## src/dac_cmd_pkg.sv

```systemverilog
// shared constants and carrier types for the serial dac command unit
package dac_cmd_pkg;
    localparam int FRAME_BITS = 24;                 // bits per frame
    localparam int CMD_HI     = 23;                 // command field msb
    localparam int CMD_LO     = 20;                 // command field lsb
    localparam int ADDR_HI    = 19;                 // channel select msb
    localparam int ADDR_LO    = 16;                 // channel select lsb
    localparam int DATA_HI    = 15;                 // data word msb
    localparam int RES_BITS   = 16;                 // dac register width
    localparam int NUM_CHAN   = 4;                  // channels a..d
    localparam int PM_BITS    = 8;                  // power mode field
    localparam int RB_SHIFT   = 4;                  // readback value lsb
    localparam int FIFO_DEPTH = 16;                 // frame fifo depth
    localparam logic [3:0] CMD_NOP        = 4'h0;   // no_operation
    localparam logic [3:0] CMD_WR_INPUT   = 4'h1;   // write input reg
    localparam logic [3:0] CMD_UPD_DAC    = 4'h2;   // input to dac
    localparam logic [3:0] CMD_WR_UPDATE  = 4'h3;   // write and update
    localparam logic [3:0] CMD_POWER      = 4'h4;   // power modes
    localparam logic [3:0] CMD_CHAIN      = 4'h8;   // chain enable
    localparam logic [3:0] CMD_READBACK   = 4'h9;   // arm readback
    localparam logic [3:0] CMD_NOP_CHAIN  = 4'hF;   // chain no_operation
    localparam logic       CHAIN_RESET    = 1'b0;   // standalone default
    localparam logic [7:0] POWER_RESET    = 8'h00;  // all channels normal
    localparam logic [1:0] PM_NORMAL      = 2'h0;   // normal operation
    localparam logic [1:0] PM_1K          = 2'h1;   // 1k to ground
    localparam logic [1:0] PM_100K        = 2'h2;   // 100k to ground
    localparam logic [1:0] PM_OPEN        = 2'h3;   // high impedance

    // one received frame as it leaves the shift register
    typedef struct packed {
        logic [3:0]  command_code;                  // command field
        logic [3:0]  chan_sel;                      // channel select
        logic [15:0] data;                          // data word
    } frame_t;
endpackage

```

## src/quad_dac_serial_command_unit.sv

```systemverilog
// serial command decoder, register banks and readback of a quad dac
`timescale 1ns/1ps
module quad_dac_serial_command_unit (
    input  wire logic                   sys_clk,
    input  wire logic                   srst,
    input  wire logic                   clk_en,
    input  wire logic                   serial_clk,
    input  wire logic                   frame_sel_n,
    input  wire logic                   serial_in,
    input  wire logic                   load_strobe_n,
    output logic                        serial_out,
    output logic                        serial_out_oe_n,
    output logic [15:0]                 dac_a,
    output logic [15:0]                 dac_b,
    output logic [15:0]                 dac_c,
    output logic [15:0]                 dac_d,
    output logic [7:0]                  channel_power_modes,
    output logic [3:0]                  chan_powered_down,
    output logic                        chain_mode_enable
);
    localparam int FB = dac_cmd_pkg::FRAME_BITS;

    // two-flop synchronisers for the four serial link input pins
    logic [1:0] sck_s_r;                            // serial clock sync
    logic [1:0] sel_s_r;                            // frame select sync
    logic [1:0] din_s_r;                            // serial data sync
    logic [1:0] ld_s_r;                             // load strobe sync
    logic       sck_q_r;                            // previous clock
    logic       sel_q_r;                            // previous select
    logic       ld_q_r;                             // previous strobe

    always_ff @(posedge sys_clk) begin
        if (srst) begin
            // link clock idles high: start there, so no false edge
            sck_s_r <= 2'h3;
            sel_s_r <= 2'h3;
            din_s_r <= '0;
            ld_s_r  <= 2'h3;
            sck_q_r <= 1'b1;
            sel_q_r <= 1'b1;
            ld_q_r  <= 1'b1;
        end else if (clk_en) begin
            sck_s_r <= {sck_s_r[0], serial_clk};
            sel_s_r <= {sel_s_r[0], frame_sel_n};
            din_s_r <= {din_s_r[0], serial_in};
            ld_s_r  <= {ld_s_r[0], load_strobe_n};
            sck_q_r <= sck_s_r[1];
            sel_q_r <= sel_s_r[1];
            ld_q_r  <= ld_s_r[1];
        end
    end

    logic sck_rise, sck_fall, sel_fall, sel_rise, ld_fall, in_frame;
    assign sck_rise = sck_s_r[1] && !sck_q_r;
    assign sck_fall = !sck_s_r[1] && sck_q_r;
    assign sel_fall = !sel_s_r[1] && sel_q_r;
    assign sel_rise = sel_s_r[1] && !sel_q_r;
    assign ld_fall  = !ld_s_r[1] && ld_q_r;
    assign in_frame = !sel_s_r[1];

    // input shift register; its top bit feeds serial_out outside readback
    logic [FB-1:0] shift_r;                         // input shift register
    logic [5:0]    bit_cnt_r;                       // bits this frame
    logic          frame_live_r;                    // frame accepting bits

    always_ff @(posedge sys_clk) begin
        if (srst) begin
            shift_r      <= '0;
            bit_cnt_r    <= '0;
            frame_live_r <= 1'b0;
        end else if (clk_en) begin
            if (sel_fall) begin
                bit_cnt_r    <= '0;
                frame_live_r <= 1'b1;
            end else if (sel_rise) begin
                frame_live_r <= 1'b0;
            end else if (frame_live_r && in_frame && sck_fall) begin
                // sample on falling edge, msb first
                shift_r    <= {shift_r[FB-2:0], din_s_r[1]};
                if (bit_cnt_r != 6'h3F) begin
                    bit_cnt_r <= bit_cnt_r + 6'h01;
                end
            end
        end
    end

    // frames queued towards the executor
    dac_cmd_pkg::frame_t fifo_out;                  // frame at fifo head
    logic [FB-1:0]       fifo_raw;                  // raw head bits
    logic                fifo_valid;                // head present
    logic                fifo_in_ready;             // space for a frame
    logic                exec_ready;                // executor takes head
    logic                lost_frame_r;              // frame dropped, full

    frame_fifo #(
        .WIDTH (FB),
        .DEPTH (dac_cmd_pkg::FIFO_DEPTH)
    ) u_fifo (
        .sys_clk   (sys_clk),
        .srst      (srst),
        .clk_en    (clk_en),
        .in_data   (shift_r),
        .in_valid  (sel_rise && frame_live_r),
        .in_ready  (fifo_in_ready),
        .out_data  (fifo_raw),
        .out_valid (fifo_valid),
        .out_ready (exec_ready)
    );
    assign fifo_out = dac_cmd_pkg::frame_t'(fifo_raw);

    // the executor takes one frame per cycle, so the head never waits
    assign exec_ready = 1'b1;

    always_ff @(posedge sys_clk) begin
        if (srst) begin
            lost_frame_r <= 1'b0;
        end else if (clk_en && sel_rise && frame_live_r && !fifo_in_ready) begin
            lost_frame_r <= 1'b1;
        end
    end

    // register banks
    logic [15:0] input_reg_r [dac_cmd_pkg::NUM_CHAN]; // input bank
    logic [15:0] dac_reg_r   [dac_cmd_pkg::NUM_CHAN]; // dac bank
    logic [1:0]  rb_sel_r;                          // readback channel
    logic        rb_armed_r;                        // load word next frame
    logic        rb_active_r;                       // readback frame running
    logic        do_cmd;                            // execute head frame

    assign do_cmd = clk_en && fifo_valid;

    // picks the single selected channel, else channel a
    function automatic logic [1:0] rb_chan(input logic [3:0] sel);
        unique case (sel)
            4'h2:    rb_chan = 2'h1;
            4'h4:    rb_chan = 2'h2;
            4'h8:    rb_chan = 2'h3;
            default: rb_chan = 2'h0;
        endcase
    endfunction

    // input and dac register updates
    always_ff @(posedge sys_clk) begin
        if (srst) begin
            for (int i = 0; i < dac_cmd_pkg::NUM_CHAN; i++) begin
                input_reg_r[i] <= '0;
                dac_reg_r[i]   <= '0;
            end
        end else if (clk_en) begin
            for (int i = 0; i < dac_cmd_pkg::NUM_CHAN; i++) begin
                // strobe fall with no frame open moves input to dac
                if (ld_fall && sel_s_r[1]) begin
                    dac_reg_r[i] <= input_reg_r[i];
                end
                if (do_cmd && fifo_out.chan_sel[i]) begin
                    unique case (fifo_out.command_code)
                        dac_cmd_pkg::CMD_WR_INPUT: begin
                            input_reg_r[i] <= fifo_out.data;
                            if (!ld_s_r[1]) begin
                                dac_reg_r[i] <= fifo_out.data;
                            end
                        end
                        dac_cmd_pkg::CMD_UPD_DAC: begin
                            dac_reg_r[i] <= input_reg_r[i];
                        end
                        dac_cmd_pkg::CMD_WR_UPDATE: begin
                            // written even when powered down
                            input_reg_r[i] <= fifo_out.data;
                            dac_reg_r[i]   <= fifo_out.data;
                        end
                        default: begin
                        end
                    endcase
                end
            end
        end
    end

    // mode registers
    always_ff @(posedge sys_clk) begin
        if (srst) begin
            chain_mode_enable   <= dac_cmd_pkg::CHAIN_RESET;
            channel_power_modes <= dac_cmd_pkg::POWER_RESET;
            rb_sel_r            <= '0;
            rb_armed_r          <= 1'b0;
        end else if (do_cmd) begin
            if (fifo_out.command_code == dac_cmd_pkg::CMD_CHAIN) begin
                chain_mode_enable <= fifo_out.data[0];
            end
            if (fifo_out.command_code == dac_cmd_pkg::CMD_POWER) begin
                channel_power_modes <= fifo_out.data[7:0];
            end
            // any frame ends an armed readback, 1001 re-arms it
            rb_armed_r <= fifo_out.command_code == dac_cmd_pkg::CMD_READBACK;
            if (fifo_out.command_code == dac_cmd_pkg::CMD_READBACK) begin
                rb_sel_r <= rb_chan(fifo_out.chan_sel);
            end
        end
    end

    // per channel power-down flags; codes 1,2,3 are 1k, 100k, open
    always_comb begin
        for (int i = 0; i < dac_cmd_pkg::NUM_CHAN; i++) begin
            chan_powered_down[i] = channel_power_modes[2*i +: 2]
                                   != dac_cmd_pkg::PM_NORMAL;
        end
    end

    assign dac_a = dac_reg_r[0];
    assign dac_b = dac_reg_r[1];
    assign dac_c = dac_reg_r[2];
    assign dac_d = dac_reg_r[3];

    // output shifter: readback word or chain pass-through
    logic [FB-1:0] rb_word_r;                       // word being read back
    logic          sout_r;                          // serial_out flop

    always_ff @(posedge sys_clk) begin
        if (srst) begin
            rb_word_r   <= '0;
            rb_active_r <= 1'b0;
            sout_r      <= 1'b0;
        end else if (clk_en) begin
            if (sel_fall) begin
                rb_active_r <= rb_armed_r;
                // value in 19..4; low bits zero, the undefined ones
                rb_word_r   <= FB'(dac_reg_r[rb_sel_r])
                               << dac_cmd_pkg::RB_SHIFT;
                // the host samples before the first rise: present the
                // top bit of the word at once
                if (rb_armed_r) begin
                    sout_r <= 1'b0;
                end
            end else if (sel_rise) begin
                rb_active_r <= 1'b0;
            end else if (in_frame && sck_rise) begin
                // change on rising clock edge
                if (rb_active_r) begin
                    sout_r    <= rb_word_r[FB-2];
                    rb_word_r <= {rb_word_r[FB-2:0], 1'b0};
                end else begin
                    sout_r <= shift_r[FB-1];
                end
            end
        end
    end

    assign serial_out      = sout_r;
    // driven only in chain mode or during a readback frame
    assign serial_out_oe_n = !(chain_mode_enable || rb_active_r);

    // assertions
    a_chain_write: assert property (
        @(posedge sys_clk) disable iff (srst)
        do_cmd && fifo_out.command_code == dac_cmd_pkg::CMD_CHAIN
        |=> chain_mode_enable == $past(fifo_raw[0]))
        else $error("chain enable not loaded");
    a_wr_update: assert property (
        @(posedge sys_clk) disable iff (srst)
        do_cmd && fifo_out.command_code == dac_cmd_pkg::CMD_WR_UPDATE
        && fifo_out.chan_sel[0] |=> dac_a == $past(fifo_out.data))
        else $error("write and update missed channel a");
    a_power_load: assert property (
        @(posedge sys_clk) disable iff (srst)
        do_cmd && fifo_out.command_code == dac_cmd_pkg::CMD_POWER
        |=> channel_power_modes == $past(fifo_raw[7:0]))
        else $error("power modes not loaded");
    a_power_flag: assert property (
        @(posedge sys_clk) disable iff (srst)
        chan_powered_down[3] == (channel_power_modes[7:6] != 2'h0))
        else $error("power flag wrong for channel d");
    a_count_clear: assert property (
        @(posedge sys_clk) disable iff (srst)
        clk_en && sel_fall |=> bit_cnt_r == 6'h00)
        else $error("bit count not cleared");
    a_frame_push: assert property (
        @(posedge sys_clk) disable iff (srst)
        clk_en && sel_rise && frame_live_r && fifo_in_ready
        |=> fifo_valid)
        else $error("frame not queued on select rise");
    a_strobe_hold: assert property (
        @(posedge sys_clk) disable iff (srst)
        do_cmd && fifo_out.command_code == dac_cmd_pkg::CMD_WR_INPUT
        && fifo_out.chan_sel[1] && ld_s_r[1] && !ld_fall
        |=> $stable(dac_b))
        else $error("dac changed with strobe high");
    a_strobe_low: assert property (
        @(posedge sys_clk) disable iff (srst)
        do_cmd && fifo_out.command_code == dac_cmd_pkg::CMD_WR_INPUT
        && fifo_out.chan_sel[2] && !ld_s_r[1]
        |=> dac_c == $past(fifo_out.data))
        else $error("dac not updated with strobe low");
    a_sdo_enable: assert property (
        @(posedge sys_clk) disable iff (srst)
        rb_active_r |-> !serial_out_oe_n)
        else $error("serial out off during readback");
    // the queue never fills at legal frame spacing
    a_no_lost_frame: assert property (
        @(posedge sys_clk) disable iff (srst)
        !lost_frame_r)
        else $error("frame lost with queue full");
    // no bit enters once the frame has closed
    a_shift_stop: assert property (
        @(posedge sys_clk) disable iff (srst)
        !frame_live_r |=> $stable(shift_r))
        else $error("shift register moved outside frame");
    // 0001 always lands in the input bank
    a_input_write: assert property (
        @(posedge sys_clk) disable iff (srst)
        do_cmd && fifo_out.command_code == dac_cmd_pkg::CMD_WR_INPUT
        && fifo_out.chan_sel[0] |=> input_reg_r[0] == $past(fifo_out.data))
        else $error("input register not written");
    // 0010 copies the input register to the dac register
    a_dac_from_input: assert property (
        @(posedge sys_clk) disable iff (srst)
        do_cmd && fifo_out.command_code == dac_cmd_pkg::CMD_UPD_DAC
        && fifo_out.chan_sel[1] |=> dac_b == $past(input_reg_r[1]))
        else $error("dac not loaded from input register");
    // strobe fall with select high copies the bank
    a_deferred_copy: assert property (
        @(posedge sys_clk) disable iff (srst)
        clk_en && ld_fall && sel_s_r[1] && !do_cmd
        |=> dac_a == $past(input_reg_r[0]))
        else $error("strobe fall did not update dac a");
    // power commands leave the dac bank alone
    a_power_keeps_dac: assert property (
        @(posedge sys_clk) disable iff (srst)
        do_cmd && fifo_out.command_code == dac_cmd_pkg::CMD_POWER
        && !ld_fall |=> $stable(dac_a))
        else $error("power command changed dac a");
    // several selects arm channel a
    a_readback_arm: assert property (
        @(posedge sys_clk) disable iff (srst)
        do_cmd && fifo_out.command_code == dac_cmd_pkg::CMD_READBACK
        && fifo_out.chan_sel == 4'hC |=> rb_armed_r && rb_sel_r == 2'h0)
        else $error("readback not armed on channel a");
    // first readback bit stands before the first rise
    a_rb_first_bit: assert property (
        @(posedge sys_clk) disable iff (srst)
        clk_en && sel_fall && rb_armed_r |=> !serial_out)
        else $error("readback word not presented at frame start");
    // outside readback, serial_out follows the top shift bit
    a_chain_pass: assert property (
        @(posedge sys_clk) disable iff (srst)
        clk_en && in_frame && sck_rise && !sel_fall && !rb_active_r
        |=> serial_out == $past(shift_r[FB-1]))
        else $error("pass-through bit wrong");
    c_readback: cover property (@(posedge sys_clk) rb_active_r && sck_rise);
    c_chain: cover property (@(posedge sys_clk) chain_mode_enable && sck_rise);
    c_deferred: cover property (@(posedge sys_clk) ld_fall && sel_s_r[1]);
    c_odd_frame: cover property (@(posedge sys_clk)
        sel_rise && frame_live_r && bit_cnt_r != 6'(FB));
    c_strobe_low: cover property (@(posedge sys_clk)
        do_cmd && !ld_s_r[1]);
endmodule

```

## src/frame_fifo.sv

```systemverilog
// parameterised valid/ready fifo for received frames
`timescale 1ns/1ps
module frame_fifo #(
    parameter int WIDTH = 24,
    parameter int DEPTH = 16
) (
    input  wire logic             sys_clk,
    input  wire logic             srst,
    input  wire logic             clk_en,
    input  wire logic [WIDTH-1:0] in_data,
    input  wire logic             in_valid,
    output logic                  in_ready,
    output logic      [WIDTH-1:0] out_data,
    output logic                  out_valid,
    input  wire logic             out_ready
);
    localparam int AW = $clog2(DEPTH);
    logic [WIDTH-1:0] mem [DEPTH];                  // storage
    logic [AW-1:0]    wr_ptr_r;                     // write pointer
    logic [AW-1:0]    rd_ptr_r;                     // read pointer
    logic [AW:0]      count_r;                      // fill level
    logic             push;                         // write this cycle
    logic             pop;                          // read this cycle

    assign in_ready  = (count_r != (AW+1)'(DEPTH));
    assign out_valid = (count_r != '0);
    assign push      = in_valid && in_ready && clk_en;
    assign pop       = out_valid && out_ready && clk_en;
    assign out_data  = mem[rd_ptr_r];

    // storage write
    always_ff @(posedge sys_clk) begin
        if (push) begin
            mem[wr_ptr_r] <= in_data;
        end
    end

    // pointers and fill level
    always_ff @(posedge sys_clk) begin
        if (srst) begin
            wr_ptr_r <= '0;
            rd_ptr_r <= '0;
            count_r  <= '0;
        end else begin
            if (push) begin
                wr_ptr_r <= wr_ptr_r + AW'(1);
            end
            if (pop) begin
                rd_ptr_r <= rd_ptr_r + AW'(1);
            end
            count_r <= count_r + (AW+1)'(push) - (AW+1)'(pop);
        end
    end
endmodule

```

## config.mk

```make
export PLATFORM = sky130hd
export DESIGN_NAME = quad_dac_serial_command_unit
export DESIGN_NICKNAME = d
export VERILOG_FILES = /design/src/dac_cmd_pkg.sv /design/src/quad_dac_serial_command_unit.sv /design/src/frame_fifo.sv
export SDC_FILE = /design/constraint.sdc
export NUM_CORES = 1
export LEC_CHECK = 0
export BUFFER_PORTS_ARGS = -buffer_cell sky130_fd_sc_hd__buf_4
export CAP_MARGIN = 30
export CELL_PAD_IN_SITES_DETAIL_PLACEMENT = 0
export CELL_PAD_IN_SITES_GLOBAL_PLACEMENT = 1
export CORE_UTILIZATION = 35
export DETAILED_ROUTE_END_ITERATION = 12
export PLACE_DENSITY = 0.6
export REMOVE_ABC_BUFFERS = 1
export SYNTH_ARGS = -nofsm -noshare
export SYNTH_HDL_FRONTEND = slang
export SYNTH_SLANG_ARGS = --single-unit
```

## constraint.sdc

```tcl
create_clock -name sys_clk -period 7.67 [get_ports sys_clk]
set_clock_uncertainty 0.05 [all_clocks]
set_input_delay 0.767 -clock sys_clk [delete_from_list [all_inputs] [get_ports sys_clk]]
set_output_delay 0.767 -clock sys_clk [all_outputs]
set_load 0.03 [all_outputs]
```

* Word-level counts from Yosys, hierarchy flattened
Memories as Yosys holds them, arrays and structs flattened. A register that Yosys moved wholly into a read port is not among the register bits.
Cells that the tools add are included.
** Word-level totals
- Bits in registers :: 86
- Input port bits :: 7
- Word-level logic and storage cells :: 221
- Bits in writable memories :: 512
- Memories :: 3
- Output and inout bits :: 79
- Bits in latches :: 0
- Bits in read-only memories :: 0
** Memory list
- u_fifo.mem :: depth 16, bits a word 24, read ports 1, clocked after memory_dff 1, wr ports 1, RTL line frame_fifo.sv:18 : logic [WIDTH-1:0] mem [DEPTH];
- dac_reg_r :: depth 4, bits a word 16, read ports 5, clocked after memory_dff 1, wr ports 4, RTL line quad_dac_serial_command_unit.sv:124 : logic [15:0] dac_reg_r [dac_cmd_pkg::NUM_CHAN];
- input_reg_r :: depth 4, bits a word 16, read ports 4, clocked after memory_dff 0, wr ports 4, RTL line quad_dac_serial_command_unit.sv:123 : logic [15:0] input_reg_r [dac_cmd_pkg::NUM_CHAN];
** Cells by class
- $lt $le $gt $ge :: 0
- Divide/modulo/power cells :: 0
- Reduce and logical (&&, ||, !) cells :: 39
- Bitwise logic cells :: 26
- Equal/unequal tests :: 12
- Multiplexer cells :: 118
- Multiply operators :: 0
- $add $sub $neg :: 4
- Shift operators :: 0
** Operator list (count)
- two-way mux 16 bit :: 24
- two-way mux 23 bit :: 4
- two-way mux 1 bit :: 85
- bitwise OR 1 bit :: 24
- logical AND 1 bit :: 17
- nonzero test 2 bit :: 7
- == test 4 x 2 -> 1 bit (second input constant) :: 3
- == test 4 bit (second input constant) :: 3
- AND reduction 4 bit :: 3
- adder 4 x 1 -> 4 bit (second input constant) :: 2
- == test 4 x 3 -> 1 bit (second input constant) :: 2
- two-way mux 4 bit :: 2
- AND reduction 2 bit :: 4
- logical NOT 1 bit :: 6
- one-hot mux 2 bit (3 select lines) :: 1
- adder 5 x 1 -> 5 bit :: 1
- != test 5 bit (second input constant) :: 1
- nonzero test 5 bit :: 1
- subtractor 5 x 1 -> 5 bit :: 1
- == test 4 x 1 -> 1 bit (second input constant) :: 1
- two-way mux 2 bit :: 2
- != test 2 x 1 -> 1 bit (second input constant) :: 1
- != test 2 bit (second input constant) :: 1
- inverter 1 bit :: 2
- logical OR 1 bit :: 1

* Longest topological paths before layout
Gate-level depths: netlist of the first run.
- Depth in word-level cells :: 11
- Depth in mapped cells :: 13
- Gate-level depth less buffers :: 12

* Hierarchy
From an unflattened synthesis of the first run, not the netlist that was laid out.
** Second synthesis, totals
- Cells, all modules :: 1439
- Area total of the unflattened synthesis :: 24005.5 um2
** By module, submodules not included
- frame_fifo :: area an instance 15289.7 um2, sequential area each 11871.4 um2, cells an instance 697, instances 1
- quad_dac_serial_command_unit :: area an instance 8715.9 um2, sequential area each 5265.0 um2, cells an instance 742, instances 1

* Worst setup path after synthesis of the first run
No wires, ideal clock.
- Path kind :: input to register
- From :: input port clk_en
- To :: memory u_fifo.mem[3][0] (enable)
- Setup time :: 0.435 ns
- Data required time :: 7.185 ns
- Arrival :: 3.585 ns
- Setup slack :: 3.600 ns
- Buffers on the path :: 1
- Cell stages on the path :: 5
- Path through :: clkbuf_1 nand3_1 a41oi_1 nand2_1 nor3_1
** On the way
- Word-level cells in the longest chain between the ends :: 3
** RTL lines
- start: declaration :: RTL line quad_dac_serial_command_unit.sv:6 : input wire logic clk_en,
- logical AND 1 bit :: RTL line frame_fifo.sv:27 : assign push = in_valid && in_ready && clk_en;
- via u_fifo.push :: RTL line frame_fifo.sv:22 : logic push;
- two-way mux 1 bit :: RTL line frame_fifo.sv:33 : if (push) begin
- two-way mux 1 bit (not written as such) :: RTL line frame_fifo.sv:34 : mem[wr_ptr_r] <= in_data;
- end: declaration :: RTL line frame_fifo.sv:18
The timed path passes the listed nets, and every way through them passes these cells.

==> results of run 1 <==
-- metrics by stage --
| stage | setup WS [ns] | power, mW | utilization | instances |
|---|---|---|---|---|
| floorplan | 0.652 | 4.21 | - | 1412 |
| global placement | 3.04 | 4.42 | 0.381 | 2409 |
| detailed placement | 2.96 | 4.43 | 0.382 | 2417 |
| CTS | 2.97 | 7.75 | 0.416 | 2538 |
| global route | 2.60 | 7.93 | 0.416 | 2539 |
| finish | 3.10 | 7.65 | 0.416 | 2539 |
-- final timing paths --
check | cells past startpoint | start | end
worst max-delay path | 8 | flip-flop | dac_reg_r[3][9]$_DFFE_PP_
worst min-delay path | 3 | frame_sel_n | sel_s_r[0]$_SDFFE_PP1P_
worst max register to register | 8 | flip-flop | dac_reg_r[3][9]$_DFFE_PP_
worst min register to register | 2 | sel_s_r[0]$_SDFFE_PP1P_ | sel_s_r[0]$_SDFFE_PP1P_
-- synthesized netlist by cell type (2+ instances only) --
master / number / area [sq um]
inv_1: 15 / 56.3
clkbuf_1: 59 / 221
nor2b_1: 4 / 25.0
nand3_1: 29 / 145
a22oi_1: 4 / 30.0
o211ai_1: 2 / 15.0
edfxtp_1: 512 / 15400
xor2_1: 5 / 43.8
buf_1: 9 / 33.8
ha_1: 13 / 163
nor3b_1: 3 / 22.5
or3_1: 25 / 156
mux4_1: 3 / 78.8
nor4_1: 4 / 25.0
o21a_1: 10 / 75.1
and2_1: 4 / 25.0
mux2_2: 22 / 248
buf_2: 13 / 65.1
xnor2_1: 6 / 52.6
mux2i_1: 66 / 661
nand4_1: 7 / 43.8
nor2_1: 139 / 522
or2_2: 4 / 25.0
mux4_2: 109 / 2450
o22ai_1: 16 / 100
o21ai_0: 80 / 400
a21oi_1: 106 / 531
buf_6: 7 / 78.8
o21ai_1: 8 / 40.0
nand2b_1: 6 / 37.5
a211o_1: 2 / 17.5
buf_4: 6 / 45.0
a32oi_1: 2 / 17.5
dfxtp_1: 88 / 1760
and3_1: 3 / 18.8
nor4bb_1: 2 / 20.0
nand2_1: 94 / 353
nor3_1: 5 / 25.0
-- state kept, by name, indices dropped and copies added (netlist names), 2 cells and up, named ones only --
signal,cells
u_fifo.mem,384
dac_reg_r,64
input_reg_r,64
shift_r,24
rb_word_r,19
channel_power_modes,8
u_fifo.count_r,5
u_fifo.rd_ptr_r,4
u_fifo.wr_ptr_r,4
din_s_r,2
ld_s_r,2
rb_sel_r,2
sck_s_r,2
sel_s_r,2
-- power by group through the flow --
| stage | clock [mW] | combinational [mW] | sequential [mW] |
|---|---|---|---|
| floorplan | 0 | 0.400 | 3.81 |
| global placement | 0 | 0.667 | 3.75 |
| detailed placement | 0 | 0.675 | 3.75 |
| CTS | 3.39 | 0.679 | 3.68 |
| global route | 3.51 | 0.726 | 3.69 |
| finish | 3.31 | 0.664 | 3.67 |
-- layout make-up --
cell class	instances	area, sq um
well taps	873	1090
fillers	6093	39500
flip-flops and latches	600	17100
inverters	16	60.1
clock inverters	35	465
clock buffers	86	1810
multi-input cells	796	6590
repair buffers	133	1040
-- kinds of logic after synthesis --
logic type               after synthesis
flip-flops                           600
AND/OR/NAND/NOR                      333
AO/OA/AOI/OAI                        238
multiplexers                         200
buffers and inverters                111
adder cells (fa/ha/maj)               14
XOR/XNOR                              11
-- worst register-to-register path, stage by stage (launching register included) --
cell and delay (ns):
dfxtp_4 0.82, buf_4 0.65, mux4_2 0.60, nand2_1 0.12, and4_1 0.36, a211o_1 0.14, buf_4 0.29, or2_1 0.46
nand3_1 0.62
-- metal layers --
metal / vias up / share of wire
met5: - / 0
met3: 78 / 0.047
met4: 0 / 0.018
li1: 6041 / -
met1: 6850 / 0.43
met2: 311 / 0.50
==> metrics.csv, run 1 <==
metric,value,unit
status,completed,
yosys_most_used_dff,edfxtp_1,
hold_path_class,input port to flip-flop,
synthXorXnorAreaFrac,0.00399,
cts.repair.resized,0,
drt-total-wl,60000,um
fmax,219,MHz
cellPowerDensity,271,nW/um^2
die_w,265,um
power_leakage,9.88,nW
cts-root-buf,clkbuf_16,
maxSlewHeadroom,0.323,
ir_drop,0.144,mV
design_area,28200,sq um
avgSynthCellArea,16.0,sq um
p_int,5.87,mW
cts_hold_buf,0,
first_pass_iters,5,
finalNetCount,1635,
arrival,4.67,ns
die_area,70000,sq um
vias,13300,
fin_hold_ws,0.338,ns
cp_common_cell,buf_4,
p_switching,1.78,mW
route.detailed.wl_per_inst,23.6,um
synth_edf_count,512,
grt_usage,0.174,
hold_violations,0,
routabilityCongestion,0.769,
crit_type,flip-flop to flip-flop,
vias_per_cell,5.23,
setup_tns,0,ns
met2_usage,0.300,
rrSetupSlack,3.10,ns
worst-path-buf-inv,2,
final_cell_mix,"512 x edfxtp_1, 128 x buf_4, 127 x nor2_1",
netlist_area,24100,sq um
power.clock.fraction,0.433,
synth_top_family_by_area,multiplexers,
cts_tree,built,
portBuffers,85,
synth.mux.area_fraction,0.143,
tightestPinTransition,1.01,ns
grt-ovfl-total,0,
ctsLongestPathBuffers,3,
cp-start-kind,flip-flop,
clock_latency,0.60,ns
synth_seq_cells,600,
synth_cell_types,53,
crit_path_cell_trace,buf_4 > mux4_2 > nand2_1 > and4_1 > a211o_1 > buf_4 > or2_1 > nand3_1,
grt_pass1_wl,89500,um
die_h,265,um
numCtsBuffers,67,
antenna_found_initial,0,
final_layout_size_suffix_gt1_frac,0.240,
yosysWarnings,0,
crit_required,7.77,ns
cts_setup_buffers,0,
crit_path_max_incr_delay,0.82,ns
crit_slowest_cell,dfxtp_4,
initial_core_util,0.356,
drv_slew,0,
diodes,0,
grt_use_met3,0.0299,
syn_inst,1507,
drt_iter0_drc,984,
period_share,0.596,
finalCriticalPeriod,4.57,ns
cts.clk_slew.worst_paths,0.06,ns
final_common_cell,edfxtp_1,
design.core.area,67800,sq um
crit_fanout,36,
grt_max_degree,73,
ys_seq_area_frac,0.710,
row_count,95,
max-cap-violations,0,
io_pins,86,
htreeDepth,3,
clkSinkCount,600,
yosys.area_share.simple,0.0613,
busiest_layer,met2,
dpl.hpwl,35700,um
grt_pass1_vias,13500,
crit_family,simple AND/OR/NAND/NOR gates,
dpl_cell_area,25900,sq um
final_antenna_net_count,0,
p_comb_frac,0.087,
endpoint_kind,flip-flop,
grt.met1_usage,0.229,
seqPwrFrac,0.480,
switching_share,0.233,
syn2layout_area_growth,16.8,%
rsz0062_at_grt,false,
drc_errors,0,
async_reset_ff_frac,0,
setup_viol,0,
synth-compound-area-share,0.0536,
synthAdderAreaFrac,0.00757,
No activity file was read; power rests on OpenSTA's default activity.
==> inputs of run 2 (changes only) <==
- PLACE_DENSITY: 0.6 -> 0.62
- clock period: 7.67 -> 4.05 ns (I/O delays scaled with it)
==> metrics.csv, run 2 (same netlist as run 1, synthesis figures left out) <==
metric,value,unit
finalCriticalPeriod,3.26,ns
htreeDepth,3,
drt-total-wl,59300,um
finalNetCount,1672,
vias,13500,
power_leakage,9.94,nW
seq_area,17100,sq um
arrival,3.48,ns
grt_max_degree,73,
fmax,307,MHz
ctsLongestPathBuffers,3,
setup_tns,0,ns
tightestPinTransition,0.959,ns
crit_fanout,28,
cts.clk_slew.worst_paths,0.06,ns
final_cell_mix,"512 x edfxtp_1, 164 x buf_4, 127 x nor2_1",
cp-start-kind,flip-flop,
pre_cts_ws,0.755,ns
ir_drop,0.251,mV
route.detailed.wl_per_inst,23.0,um
grt_usage,0.171,
cts-root-buf,clkbuf_16,
first_pass_iters,7,
crit_required,4.27,ns
vias_per_cell,5.26,
final_common_cell,edfxtp_1,
reg_top3,"u_fifo.mem: 384 flops, dac_reg_r: 64 flops, input_reg_r: 64 flops",
nFillCells,6107,
final_layout_size_suffix_gt1_frac,0.247,
numCtsBuffers,66,
cts_tree,built,
crit_family,flip-flops,
io_pins,86,
hold_violations,0,
final_antenna_net_count,0,
die_h,265,um
design_area,28200,sq um
top_register,u_fifo.mem,
grt_pass1_wl,88900,um
drc_errors,0,
antenna_found_initial,1,
fin_hold_ws,0.181,ns
crit_slowest_cell,dfxtp_2,
rsz0062_at_grt,false,
drv_slew,0,
die_w,265,um
hold_path_class,input port to flip-flop,
multi_input_area,6580,sq um
endpoint_kind,flip-flop,
dpl.hpwl,35900,um
cts_setup_buffers,0,
clkSinkCount,600,
period_share,0.805,
dpl_cell_area,26200,sq um
die_area,70000,sq um
diodes,0,
largest_register_ffs,384,
crit_path_max_incr_delay,0.81,ns
cellPowerDensity,493,nW/um^2
status,completed,
grt_pass1_vias,13700,
crit_type,flip-flop to flip-flop,
portBuffers,85,
max-cap-violations,0,
cts.repair.resized,0,
worst-path-buf-inv,1,
routabilityCongestion,0.774,
clock_latency,0.60,ns
setup_viol,0,
grt-ovfl-total,0,
syn2layout_area_growth,16.9,%
initial_core_util,0.356,
crit_path_cell_trace,mux4_1 > mux2i_1 > nand4_1 > a211o_1 > or2_1 > nand3_1 > buf_4,
setup_slack,0.789,ns
cts_hold_buf,4,
drt_iter0_drc,1197,
maxSlewHeadroom,0.360,
row_count,95,
design.core.area,67800,sq um
## run 2: changes by cell type in the layout (fill, tap and decap cells not counted), moves of 3 or more
cell	before	now
buf_4	128	164
buf_8	3	0
a21oi_2	4	1
a21oi_1	102	105
bufinv_16	10	1
dlygate4sd3_1	0	4
clkbuf_1	14	20
## run 2: worst paths after layout
check,start,to,slack (ns),depth (start not counted)
max,flip-flop,dac_reg_r[3][9]$_DFFE_PP_,0.79,7
min reg2reg,din_s_r[1]$_SDFFE_PP0P_,shift_r[0]$_SDFFE_PP0P_,0.42,2
max reg2reg,flip-flop,dac_reg_r[3][9]$_DFFE_PP_,0.79,7
min,clk_en,ld_s_r[1]$_SDFFE_PP1P_,0.18,2
## run 2: metal layers
metal	track usage	wire length [um]	vias up
li1	-	-	6111
met2	0.289	29100	350
met5	0	0	-
met3	0.0337	2980	79
met4	0.0421	1110	0
met1	0.226	26200	6999
## run 2: per-stage QoR
stage	total power [mW]	std cells	util
after global routing	14.4	2576	0.417
after CTS	14.1	2576	0.417
after detailed placement	8.42	2452	0.386
after floorplan	7.98	1412	-
final	13.9	2576	0.417
after global placement	8.41	2452	0.386
## run 2: where the power goes
group,leakage [nW],total [mW],internal (mW),switching [mW]
Sequential,5.98,6.86,6.73,0.123
Combinational,2.98,1.40,0.611,0.792
Clock,0.979,5.65,3.25,2.40
## run 2: worst reg2reg max path, cell delays in order, from the launching register on
cell     delay, ns
dfxtp_2       0.81
mux4_1        0.43
mux2i_1       0.32
nand4_1       0.32
a211o_1       0.43
or2_1         0.27
nand3_1       0.09
buf_4         0.25
## run 2: layout make-up
type / count / area share
multi-input combinational: 796 / 0.233
tap: 873 / 0.0387
timing repair buffer: 171 / 0.0472
clock inverter: 28 / 0.00634
sequential: 600 / 0.607
clock buffer: 92 / 0.0653
inverter: 16 / 0.00213
